### config.mk
export PLATFORM = sky130hd
export DESIGN_NAME = adc_sequencing_control
export DESIGN_NICKNAME = d
export VERILOG_FILES = /design/src/core/adc_seq_pkg.sv /design/src/core/adc_sequencing_control.sv /design/src/core/clock_divider.sv
export SDC_FILE = /design/constraint.sdc
export NUM_CORES = 1
export LEC_CHECK = 0
export BUFFER_PORTS_ARGS = -buffer_cell sky130_fd_sc_hd__buf_2
export CAP_MARGIN = 20
export CORE_AREA = 2 2 171 131
export CTS_CLUSTER_DIAMETER = 40
export DETAILED_ROUTE_END_ITERATION = 8
export DIE_AREA = 0 0 173 133
export SYNTH_ARGS = -nofsm -noshare
export SYNTH_HDL_FRONTEND = slang
export SYNTH_SLANG_ARGS = --single-unit
### constraint.sdc
create_clock -name CORE_CLK -period 4.9 [get_ports CORE_CLK]
set_input_delay 0.735 -clock CORE_CLK [delete_from_list [all_inputs] [get_ports CORE_CLK]]
set_output_delay 0.735 -clock CORE_CLK [all_outputs]
set_load 0.05 [all_outputs]
### src/core/adc_seq_pkg.sv
// package: register map, field layouts, codes and timing for the sequencer
package adc_seq_pkg;

  // register indices; each register is one word at four times its index
  localparam logic [7:0] IDX_REF_CLOCK    = 8'h02;
  localparam logic [7:0] IDX_DELAY        = 8'h03;
  localparam logic [7:0] IDX_WINDOW_MODE  = 8'h04;
  localparam logic [7:0] IDX_SAMPLE_LEN   = 8'h05;
  localparam logic [7:0] IDX_INPUT_SELECT = 8'h06;
  localparam logic [7:0] IDX_COMMAND      = 8'h08;
  localparam logic [7:0] IDX_CONTROL      = 8'h09;
  localparam logic [7:0] IDX_STATUS       = 8'h0b;
  localparam logic [7:0] IDX_RESULT       = 8'h10;
  localparam logic [7:0] IDX_LOW_THRESH   = 8'h12;
  localparam logic [7:0] IDX_HIGH_THRESH  = 8'h14;

  // reset values
  localparam logic [7:0]  RST_BYTE   = 8'h00;
  localparam logic [15:0] RST_THRESH = 16'h0000;

  // field positions
  localparam int REF_LSB     = 4;
  localparam int DIV_LSB     = 0;
  localparam int STARTUP_LSB = 5;
  localparam int VARY_BIT    = 4;
  localparam int DELAY_LSB   = 0;
  localparam int ENABLE_BIT  = 0;
  localparam int CONT_BIT    = 1;
  localparam int ACCUM_LSB   = 2;
  localparam int WAKE_BIT    = 5;
  localparam int START_BIT   = 0;
  localparam int READY_BIT   = 0;
  localparam int HIT_BIT     = 1;

  // codes
  localparam logic [1:0] REF_INTERNAL = 2'h0;
  localparam logic [2:0] STARTUP_MAX  = 3'h5;
  localparam logic [2:0] ACCUM_MAX    = 3'h6;
  localparam logic [4:0] INPUT_PIN_MAX = 5'h0b;
  localparam logic [4:0] INPUT_INT_MIN = 5'h1b;
  localparam logic [4:0] INPUT_GROUND  = 5'h1f;

  // timing; sample and convert lengths in conversion clock cycles
  localparam logic [4:0] BASE_SAMPLE_CYCLES = 5'h02;
  localparam logic [3:0] CONVERT_CYCLES     = 4'ha;
  localparam int SETUP_NS = 50;
  localparam int CLK_MHZ  = 20;
  localparam int SETUP_CYCLES = (SETUP_NS * CLK_MHZ + 999) / 1000;

  typedef enum logic [2:0] {
    ST_IDLE    = 3'b000,
    ST_STARTUP = 3'b001,
    ST_SAMPLE  = 3'b010,
    ST_CONVERT = 3'b011,
    ST_GAP     = 3'b100
  } seq_state_t;

  // analog core drive
  typedef struct packed {
    logic       sample_open;
    logic       convert;
    logic [1:0] reference;
    logic [4:0] input_choice;
  } analog_ctl_t;

endpackage : adc_seq_pkg

### src/core/adc_sequencing_control.sv
// converter sequencing control with APB register file and window compare
// Notes on behaviour
// - reference_choice 0 internal, 1 supply, 2 external pin; others reserved
// - conversion clock is peripheral clock divided by 2 to 256
// - start-up delay 0,16,32,64,128,256 conversion cycles before first sample
// - the same start-up delay applies after waking from deep sleep
// - wait inter_sample_delay conversion cycles between consecutive samples
// - sampling capacitor stays open during the inter-sample delay
// - with delay variation on, delay field increments after every sample
// - delay field wraps from 0xf to 0x0 under variation
// - window mode 0 never,1 below,2 above,3 inside,4 outside
// - compare uses full 16-bit result against 16-bit thresholds
// - sampling lasts two cycles plus sample_extension cycles
// - input codes 0x00..0x0b select pins 0..11; unlisted reserved
// - codes 0x1b..0x1f select internal sources down to ground
// - input change mid-conversion takes effect after it finishes
// - writing start begins a measurement; bit reads 1 until done
// - continuous mode restarts right after each completed conversion
// - accumulate 1 to 64 samples per conversion; code 7 reserved
`timescale 1ns/1ns
module adc_sequencing_control (
  input  wire logic        CORE_CLK,
  input  wire logic        RSTN,
  input  wire logic        PSEL,
  input  wire logic        PENABLE,
  input  wire logic        PWRITE,
  input  wire logic [7:0]  PADDR,
  input  wire logic [31:0] PWDATA,
  output logic [31:0]      PRDATA,
  output logic             PREADY,
  output logic             PSLVERR,
  input  wire logic [9:0]  SAMPLE_DATA,
  output adc_seq_pkg::analog_ctl_t ANALOG_CTL,
  output logic             RESULT_READY,
  output logic             WINDOW_HIT
);
  // software registers
  logic [7:0]  ref_clk_q, ref_clk_d;
  logic [7:0]  delay_q, delay_d;
  logic [2:0]  wmode_q, wmode_d;
  logic [4:0]  samp_len_q, samp_len_d;
  logic [4:0]  input_q, input_d;
  logic [7:0]  ctl_q, ctl_d;
  logic [15:0] low_q, low_d;
  logic [15:0] high_q, high_d;
  logic        ready_q, ready_d;
  logic        hit_q, hit_d;
  // sequencer state
  adc_seq_pkg::seq_state_t state_q, state_d;
  logic [8:0]  cnt_q, cnt_d;
  logic [6:0]  left_q, left_d;
  logic [15:0] acc_q, acc_d;
  logic [15:0] result_q, result_d;
  logic [4:0]  active_in_q, active_in_d;
  logic [1:0]  last_ref_q, last_ref_d;
  logic        was_en_q, was_en_d;
  logic        busy_q, busy_d;
  logic        pready_q, pready_d;
  logic        perr_q, perr_d;
  logic [31:0] prdata_q, prdata_d;
  logic        tick;
  logic        access;
  logic        wr;
  logic [2:0]  init_code;
  logic [8:0]  init_cycles;
  logic [6:0]  accum_total;
  logic        legal_in;
  logic [7:0]  reg_idx;

  // conversion clock runs only while enabled
  clock_divider u_div (
    .clk                (CORE_CLK),
    .rst_n              (RSTN),
    .run                (ctl_q[adc_seq_pkg::ENABLE_BIT]),
    .clock_divider_code (ref_clk_q[adc_seq_pkg::DIV_LSB +: 3]),
    .tick               (tick)
  );

  assign access = PSEL && PENABLE && pready_q;
  assign wr = access && PWRITE;
  // word bus: unaligned addresses decode to no register and answer an error
  assign reg_idx = (PADDR[1:0] == 2'b00) ? {2'b00, PADDR[7:2]} : 8'hff;

  // decoded timing figures; reserved codes clamp to the longest legal value
  always_comb begin
    init_code = delay_q[adc_seq_pkg::STARTUP_LSB +: 3];
    if (init_code > adc_seq_pkg::STARTUP_MAX) begin
      init_code = adc_seq_pkg::STARTUP_MAX;
    end
    init_cycles = (init_code == 3'h0) ? 9'h000
                  : 9'((10'h008 << init_code));
    accum_total = 7'h01 << ((ctl_q[adc_seq_pkg::ACCUM_LSB +: 3]
                  > adc_seq_pkg::ACCUM_MAX) ? adc_seq_pkg::ACCUM_MAX
                  : ctl_q[adc_seq_pkg::ACCUM_LSB +: 3]);
    legal_in = (input_q <= adc_seq_pkg::INPUT_PIN_MAX)
               || (input_q >= adc_seq_pkg::INPUT_INT_MIN);
  end

  // window decision on the finished 16-bit sum
  function automatic logic window_check(input logic [2:0] m,
                                        input logic [15:0] r,
                                        input logic [15:0] lo,
                                        input logic [15:0] hi);
    logic res;
    res = 1'b0;
    unique case (m)
      3'h1:    res = r < lo;
      3'h2:    res = r > hi;
      3'h3:    res = (r > lo) && (r < hi);
      3'h4:    res = (r < lo) || (r > hi);
      default: res = 1'b0;
    endcase
    return res;
  endfunction : window_check

  // sequencer next state and register writes
  always_comb begin
    logic start_req;
    logic [3:0] sd;
    start_req = 1'b0;
    state_d = state_q;
    cnt_d = cnt_q;
    left_d = left_q;
    acc_d = acc_q;
    result_d = result_q;
    active_in_d = active_in_q;
    last_ref_d = ref_clk_q[adc_seq_pkg::REF_LSB +: 2];
    was_en_d = ctl_q[adc_seq_pkg::ENABLE_BIT];
    busy_d = busy_q;
    ready_d = ready_q;
    hit_d = hit_q;
    ref_clk_d = ref_clk_q;
    delay_d = delay_q;
    wmode_d = wmode_q;
    samp_len_d = samp_len_q;
    input_d = input_q;
    ctl_d = ctl_q;
    low_d = low_q;
    high_d = high_q;
    sd = delay_q[adc_seq_pkg::DELAY_LSB +: 4];
    if (wr) begin
      unique case (reg_idx)
        adc_seq_pkg::IDX_REF_CLOCK:    ref_clk_d = PWDATA[7:0] & 8'h37;
        adc_seq_pkg::IDX_DELAY:        delay_d = PWDATA[7:0];
        adc_seq_pkg::IDX_WINDOW_MODE:  wmode_d = PWDATA[2:0];
        adc_seq_pkg::IDX_SAMPLE_LEN:   samp_len_d = PWDATA[4:0];
        adc_seq_pkg::IDX_INPUT_SELECT: input_d = PWDATA[4:0];
        adc_seq_pkg::IDX_CONTROL:      ctl_d = PWDATA[7:0] & 8'h3f;
        adc_seq_pkg::IDX_LOW_THRESH:   low_d = PWDATA[15:0];
        adc_seq_pkg::IDX_HIGH_THRESH:  high_d = PWDATA[15:0];
        adc_seq_pkg::IDX_COMMAND:
          start_req = PWDATA[adc_seq_pkg::START_BIT];
        adc_seq_pkg::IDX_STATUS: begin
          // write one to clear; a same-cycle set below still wins
          if (PWDATA[adc_seq_pkg::READY_BIT]) ready_d = 1'b0;
          if (PWDATA[adc_seq_pkg::HIT_BIT]) hit_d = 1'b0;
        end
        default: ;
      endcase
    end
    // enabling, switching to internal reference or waking restarts warm-up
    if ((ctl_q[adc_seq_pkg::ENABLE_BIT] && !was_en_q)
        || (ref_clk_q[adc_seq_pkg::REF_LSB +: 2] == adc_seq_pkg::REF_INTERNAL
            && last_ref_q != adc_seq_pkg::REF_INTERNAL)
        || ctl_q[adc_seq_pkg::WAKE_BIT]) begin
      // abandon the running sequence, except where a same-cycle tick ends its current phase, so busy can never stick while idle
      busy_d = 1'b0;
      state_d = adc_seq_pkg::ST_IDLE;
      cnt_d = 9'h000;
      if (ctl_q[adc_seq_pkg::WAKE_BIT]) ctl_d[adc_seq_pkg::WAKE_BIT] = 1'b0;
    end
    if (!ctl_q[adc_seq_pkg::ENABLE_BIT]) begin
      state_d = adc_seq_pkg::ST_IDLE;
      busy_d = 1'b0;
    end else if (start_req && !busy_q) begin
      busy_d = 1'b1;
      state_d = adc_seq_pkg::ST_STARTUP;
      cnt_d = 9'h000;
      left_d = accum_total;
      acc_d = 16'h0000;
      active_in_d = legal_in ? input_q : adc_seq_pkg::INPUT_GROUND;
    end else if (tick) begin
      cnt_d = cnt_q + 9'h001;
      unique case (state_q)
        adc_seq_pkg::ST_IDLE: cnt_d = 9'h000;
        adc_seq_pkg::ST_STARTUP:
          // the partial tick after the start does not count as delay
          if (cnt_q >= init_cycles) begin
            state_d = adc_seq_pkg::ST_SAMPLE;
            cnt_d = 9'h000;
          end
        adc_seq_pkg::ST_SAMPLE:
          if (cnt_q + 9'h001 >= 9'(adc_seq_pkg::BASE_SAMPLE_CYCLES)
                                + 9'(samp_len_q)) begin
            state_d = adc_seq_pkg::ST_CONVERT;
            cnt_d = 9'h000;
          end
        adc_seq_pkg::ST_CONVERT:
          if (cnt_q + 9'h001 >= 9'(adc_seq_pkg::CONVERT_CYCLES)) begin
            acc_d = acc_q + 16'(SAMPLE_DATA);
            left_d = left_q - 7'h01;
            cnt_d = 9'h000;
            if (delay_q[adc_seq_pkg::VARY_BIT]) begin
              delay_d[adc_seq_pkg::DELAY_LSB +: 4] = sd + 4'h1;
            end
            if (left_q == 7'h01) begin
              result_d = acc_q + 16'(SAMPLE_DATA);
              ready_d = 1'b1;
              if (window_check(wmode_q, acc_q + 16'(SAMPLE_DATA),
                               low_q, high_q)) begin
                hit_d = 1'b1;
              end
              if (ctl_q[adc_seq_pkg::CONT_BIT]) begin
                left_d = accum_total;
                acc_d = 16'h0000;
                active_in_d = legal_in ? input_q : adc_seq_pkg::INPUT_GROUND;
                state_d = (sd == 4'h0) ? adc_seq_pkg::ST_SAMPLE
                                       : adc_seq_pkg::ST_GAP;
              end else begin
                state_d = adc_seq_pkg::ST_IDLE;
                busy_d = 1'b0;
              end
            end else begin
              state_d = (sd == 4'h0) ? adc_seq_pkg::ST_SAMPLE
                                     : adc_seq_pkg::ST_GAP;
            end
          end
        adc_seq_pkg::ST_GAP:
          if (cnt_q + 9'h001 >= 9'(sd)) begin
            state_d = adc_seq_pkg::ST_SAMPLE;
            cnt_d = 9'h000;
          end
        default: state_d = adc_seq_pkg::ST_IDLE;
      endcase
    end
  end

  // read mux and bus answer: no wait state, ready in the first access cycle
  always_comb begin
    pready_d = PSEL && !pready_q;
    perr_d = 1'b0;
    prdata_d = 32'h00000000;
    if (PSEL && !pready_q) begin
      unique case (reg_idx)
        adc_seq_pkg::IDX_REF_CLOCK:    prdata_d[7:0] = ref_clk_q;
        adc_seq_pkg::IDX_DELAY:        prdata_d[7:0] = delay_q;
        adc_seq_pkg::IDX_WINDOW_MODE:  prdata_d[2:0] = wmode_q;
        adc_seq_pkg::IDX_SAMPLE_LEN:   prdata_d[4:0] = samp_len_q;
        adc_seq_pkg::IDX_INPUT_SELECT: prdata_d[4:0] = input_q;
        adc_seq_pkg::IDX_COMMAND:      prdata_d[0] = busy_q;
        adc_seq_pkg::IDX_CONTROL:      prdata_d[7:0] = ctl_q;
        adc_seq_pkg::IDX_STATUS:       prdata_d[1:0] = {hit_q, ready_q};
        adc_seq_pkg::IDX_RESULT:       prdata_d[15:0] = result_q;
        adc_seq_pkg::IDX_LOW_THRESH:   prdata_d[15:0] = low_q;
        adc_seq_pkg::IDX_HIGH_THRESH:  prdata_d[15:0] = high_q;
        default:                       perr_d = 1'b1;
      endcase
    end
  end

  // all state registers
  always_ff @(posedge CORE_CLK or negedge RSTN) begin
    if (!RSTN) begin
      ref_clk_q <= adc_seq_pkg::RST_BYTE;
      delay_q <= adc_seq_pkg::RST_BYTE;
      wmode_q <= 3'h0;
      samp_len_q <= 5'h00;
      input_q <= 5'h00;
      ctl_q <= adc_seq_pkg::RST_BYTE;
      low_q <= adc_seq_pkg::RST_THRESH;
      high_q <= adc_seq_pkg::RST_THRESH;
      ready_q <= 1'b0;
      hit_q <= 1'b0;
      state_q <= adc_seq_pkg::ST_IDLE;
      cnt_q <= 9'h000;
      left_q <= 7'h00;
      acc_q <= 16'h0000;
      result_q <= 16'h0000;
      active_in_q <= 5'h00;
      last_ref_q <= 2'h0;
      was_en_q <= 1'b0;
      busy_q <= 1'b0;
      pready_q <= 1'b0;
      perr_q <= 1'b0;
      prdata_q <= 32'h00000000;
    end else begin
      ref_clk_q <= ref_clk_d;
      delay_q <= delay_d;
      wmode_q <= wmode_d;
      samp_len_q <= samp_len_d;
      input_q <= input_d;
      ctl_q <= ctl_d;
      low_q <= low_d;
      high_q <= high_d;
      ready_q <= ready_d;
      hit_q <= hit_d;
      state_q <= state_d;
      cnt_q <= cnt_d;
      left_q <= left_d;
      acc_q <= acc_d;
      result_q <= result_d;
      active_in_q <= active_in_d;
      last_ref_q <= last_ref_d;
      was_en_q <= was_en_d;
      busy_q <= busy_d;
      pready_q <= pready_d;
      perr_q <= perr_d;
      prdata_q <= prdata_d;
    end
  end

  // analog drive registered so outputs come straight from flops
  always_ff @(posedge CORE_CLK or negedge RSTN) begin
    if (!RSTN) begin
      ANALOG_CTL <= '0;
      RESULT_READY <= 1'b0;
      WINDOW_HIT <= 1'b0;
    end else begin
      ANALOG_CTL.sample_open <= (state_d == adc_seq_pkg::ST_SAMPLE)
                               || (state_d == adc_seq_pkg::ST_GAP);
      ANALOG_CTL.convert <= state_d == adc_seq_pkg::ST_CONVERT;
      ANALOG_CTL.reference <= ref_clk_d[adc_seq_pkg::REF_LSB +: 2];
      ANALOG_CTL.input_choice <= active_in_d;
      RESULT_READY <= ready_d;
      WINDOW_HIT <= hit_d;
    end
  end

  assign PRDATA = prdata_q;
  assign PREADY = pready_q;
  assign PSLVERR = perr_q;
endmodule : adc_sequencing_control

### src/core/clock_divider.sv
// conversion clock tick generator: one tick per divided period
`timescale 1ns/1ns
module clock_divider (
  input  wire logic       clk,
  input  wire logic       rst_n,
  input  wire logic       run,
  input  wire logic [2:0] clock_divider_code,
  output logic            tick
);
  logic [7:0] count_q, count_d;
  logic       tick_d;

  // period is 2 << code peripheral clocks
  always_comb begin
    logic [7:0] last;
    last = 8'(9'((9'h002 << clock_divider_code) - 9'h001));
    count_d = count_q + 8'h01;
    tick_d = 1'b0;
    if (!run) begin
      count_d = 8'h00;
    end else if (count_q >= last) begin
      count_d = 8'h00;
      tick_d = 1'b1;
    end
  end

  always_ff @(posedge clk or negedge rst_n) begin
    if (!rst_n) begin
      count_q <= 8'h00;
      tick    <= 1'b0;
    end else begin
      count_q <= count_d;
      tick    <= tick_d;
    end
  end
endmodule : clock_divider

==> metrics.md <==
| Metric | Value |
|---|---|
| Outcome | `completed` |
| Placement Setup Slack | `200.9 ps` |
| Post-CTS Resized | `0` |
| Root Buffer | `clkbuf_16` |
| Slew headroom | `40.16%` |
| Die Wd | `173 µm` |
| Die area | `0.02301 mm²` |
| Slew Limit Fails | `0` |
| Warnings, synthesis | `0` |
| Final hold vios | `0` |
| Antenna violations before repair | `0` |
| Async SR Flop Fraction | `100.0%` |
| Drt pass-1 iters | `6` |
| Crit path required time | `5220 ps` |
| Mapped cell area | `0.009470 mm²` |
| Setup Viol. Count Final | `0` |
| Cell mode on critical path | `o21ai_0` |
| Setup TNS Final | `0 ps` |
| Worst-path cell chain | `buf_2 -> ha_1 -> inv_1 -> fa_1 -> nor2b_1 -> o21ai_0 -> a21oi_1 -> o41ai_1 -> o21ai_0 -> buf_4 -> xor2_1 -> ha_1 -> nand4_1 -> nor2_1 -> a2111oi_0 -> a32o_1 -> a41o_1 -> o21ai_0 -> a221o_1` |
| Synthesized instance count | `1024` |
| Power density over cell area | `283.8 mW/mm²` |
| DRC Markers | `0` |
| Top-count cell post-synth | `dfrtp_1` |
| Sequential share of the synthesized area | `40.96%` |
| Iteration-0 DRC count of the detailed router | `600` |
| CP delay by family, top | `compound AO/OA/AOI/OAI gates` |
| Post-DP HPWL | `18.58 mm` |
| Core area | `0.02152 mm²` |
| Number of I/O pins | `100` |
| Synth top cells by count | `dfrtp_1, nand2_1, nor2_1` |
| Slew @ Worst Pin | `895.4 ps` |
| Flops & latches, synth | `155` |
| Vias in the first global route | `7316` |
| Share of layout cells above drive strength 1 | `15.86%` |
| Clock Sink Count | `155` |
| Main synth FF type | `dfrtp_1` |
| Biggest cell delay along the critical path | `470 ps` |
| Placed Instance Area | `0.01004 mm²` |
| Vias/cell | `5.539` |
| Later-pin clock latency in the skew report | `430 ps` |
| Post-synth top area share | `40.96%` |
| Post-CTS setup buffer count | `0` |
| Synth unique cells | `74` |
| Final WS setup | `553.4 ps` |
| Crit path capture type | `flip-flop` |
| CTS clock-pin slew for the worst setup and hold paths | `70 ps` |
| Area grow syn2layout | `13.08%` |
| Fin area | `0.01071 mm²` |
| GP Congestion | `0.9548` |
| CP Launch Type | `primary input` |
| Fin crit period | `4347 ps` |
| Detailed Route WL | `25.31 mm` |
| Syn avg cell area | `9.248 µm²` |
| Antenna diodes | `0` |
| Skew final | `12.92 ps` |
| Core Rows | `47` |
| Worst Hold Class | `in2async` |
| Fmax achieved | `230.1 MHz` |
| Max-cap violations | `0` |
| RSZ-0062 raised after global routing | `false` |
| Total global-route track usage | `22.80%` |
| Worst path slowest cell | `o41ai_1` |
| Die height | `133 µm` |
| H-tree levels | `4` |
| Hold Buf Count CTS | `0` |
| Buffers on Ports | `67` |
| Num CTS Buffers | `17` |
| P_leak | `5.140 nW` |
| Setup CP Type | `in2reg` |
| Wirelength per Cell | `18.19 µm` |
| Post-synth EDFFs | `0` |
| Deepest clock path buffer count | `2` |
| Gr ovfl total | `0` |
| Post-detailed-route count of antenna-violating nets | `0` |
| WP buf/inv | `3` |
| Fin crit share | `88.71%` |
| Area leader, netlist | `dfrtp_1` |
| CTS tree | `built` |
| First-pass GRT wire length | `41.26 mm` |
| Crit Path Max Fanout | `4` |
| Ranking of synthesized cells by area | `dfrtp_1, ha_1, mux2_2` |
| Max VDD drop | `0.0002405 V` |
| CP arrival | `4660 ps` |
| Starting Density | `44.00%` |
| Largest net degree at the start of global routing | `84` |
| Via count | `7705` |
| Nets@finish | `1214` |
worst register-to-register path: cells and delay by family (launching register included):
kind / cells / cell delay [ps]
AOI/OAI and AO/OA: 9 / 2380
xor gates and xnor gates: 1 / 220
adders and majority gates: 3 / 680
buffers and inverters: 2 / 300
DFF: 1 / 380
and+or+nand+nor: 3 / 260
power by group:
part,total [mW],leakage (nW),internal (mW),switching (mW)
Combinational,0.219,2.77,0.0633,0.156
Sequential,1.30,2.05,1.29,0.0152
Clock,1.52,0.325,0.940,0.576
final timing paths:
check	slack [ps]	cells after the start	startpoint	end
max	550	19	SAMPLE_DATA[0]	WINDOW_HIT
min	350	1	RSTN	u_div.count_q[0]
max reg2reg	580	18	acc_q[0]	WINDOW_HIT
min reg2reg	470	2	ANALOG_CTL[1]	ANALOG_CTL[1]
max in group asynchronous	3530	2	RSTN	low_q[14]
min in group CORE_CLK	470	2	ANALOG_CTL[1]	ANALOG_CTL[1]
sequential cells by signal, summed over array words and instances, names as in the netlist, 6 cells and up:
signal / flops
cnt_q: 9
left_q: 7
u_div.count_q: 8
ANALOG_CTL: 7
ctl_q: 6
high_q: 16
delay_q: 8
acc_q: 16
PRDATA: 16
result_q: 16
low_q: 16
logic make-up after synthesis:
logic type / count (synthesis) / synth area share (%)
multiplexers: 66 / 7.636
XOR/XNOR: 31 / 2.867
adder cells (fa/ha/maj): 75 / 9.988
AND/OR/NAND/NOR: 342 / 17.19
flip-flops: 155 / 40.96
AO/OA/AOI/OAI: 231 / 15.54
buffers and inverters: 123 / 5.787
other: 1 / 0.03960
cells in the final DEF, fill, tap and decap left out, types with 5 or more instances in the layout:
cell type  netlist  final
dfrtp_1        155    155
nand2_1        125    125
nor2_1          84     84
ha_1            74     74
inv_1           70     70
o21ai_0         66     66
buf_2            4     66
a21oi_1         58     58
mux2_2          50     50
nand3_1         30     30
xor2_1          21     21
clkbuf_16        0     17
mux2i_1         16     16
conb_1           1     16
nor3_1          14     14
a31oi_1         13     13
buf_4           19     12
and3_1          11     11
xnor2_1         10     10
nand4_1         10     10
o31ai_1         10     10
a22oi_1         10     10
a21o_1           9      9
o211ai_1         9      9
nand2b_1         9      9
and2_1           8      8
or3_1            8      8
nor2b_1          7      7
a22o_1           7      7
o21a_1           5      5
nor3b_1          5      5
bufinv_16        0      5
clkinv_4         0      5
stage by stage:
step	instances	utilization (%)	hold WS [ps]	total power, mW
after floorplan	1039	-	409.4	1.461
after global placement	1359	46.65	459.6	1.544
after detailed placement	1359	46.65	461.7	1.546
after CTS	1391	49.76	381.2	3.056
after global routing	1391	49.76	402.9	3.140
final	1391	49.76	349.6	3.039
layout make-up:
type                            instances  area [µm²]
Fill cell                            2053       10810
Multi-Input combinational cell        761        5100
Sequential cell                       155        3879
Clock buffer                           20       456.7
Timing Repair Buffer                   79       431.7
Tap cell                              294       367.9
Inverter                               70       262.8
Clock inverter                         12       211.5
metal layers:
metal / track usage (%) / routed length [µm]
met1: 35.56 / 13090
met2: 31.96 / 10540
met3: 4.569 / 1368
met4: 5.791 / 316
met5: 0 / 0
(Power assumes the default switching activity.)
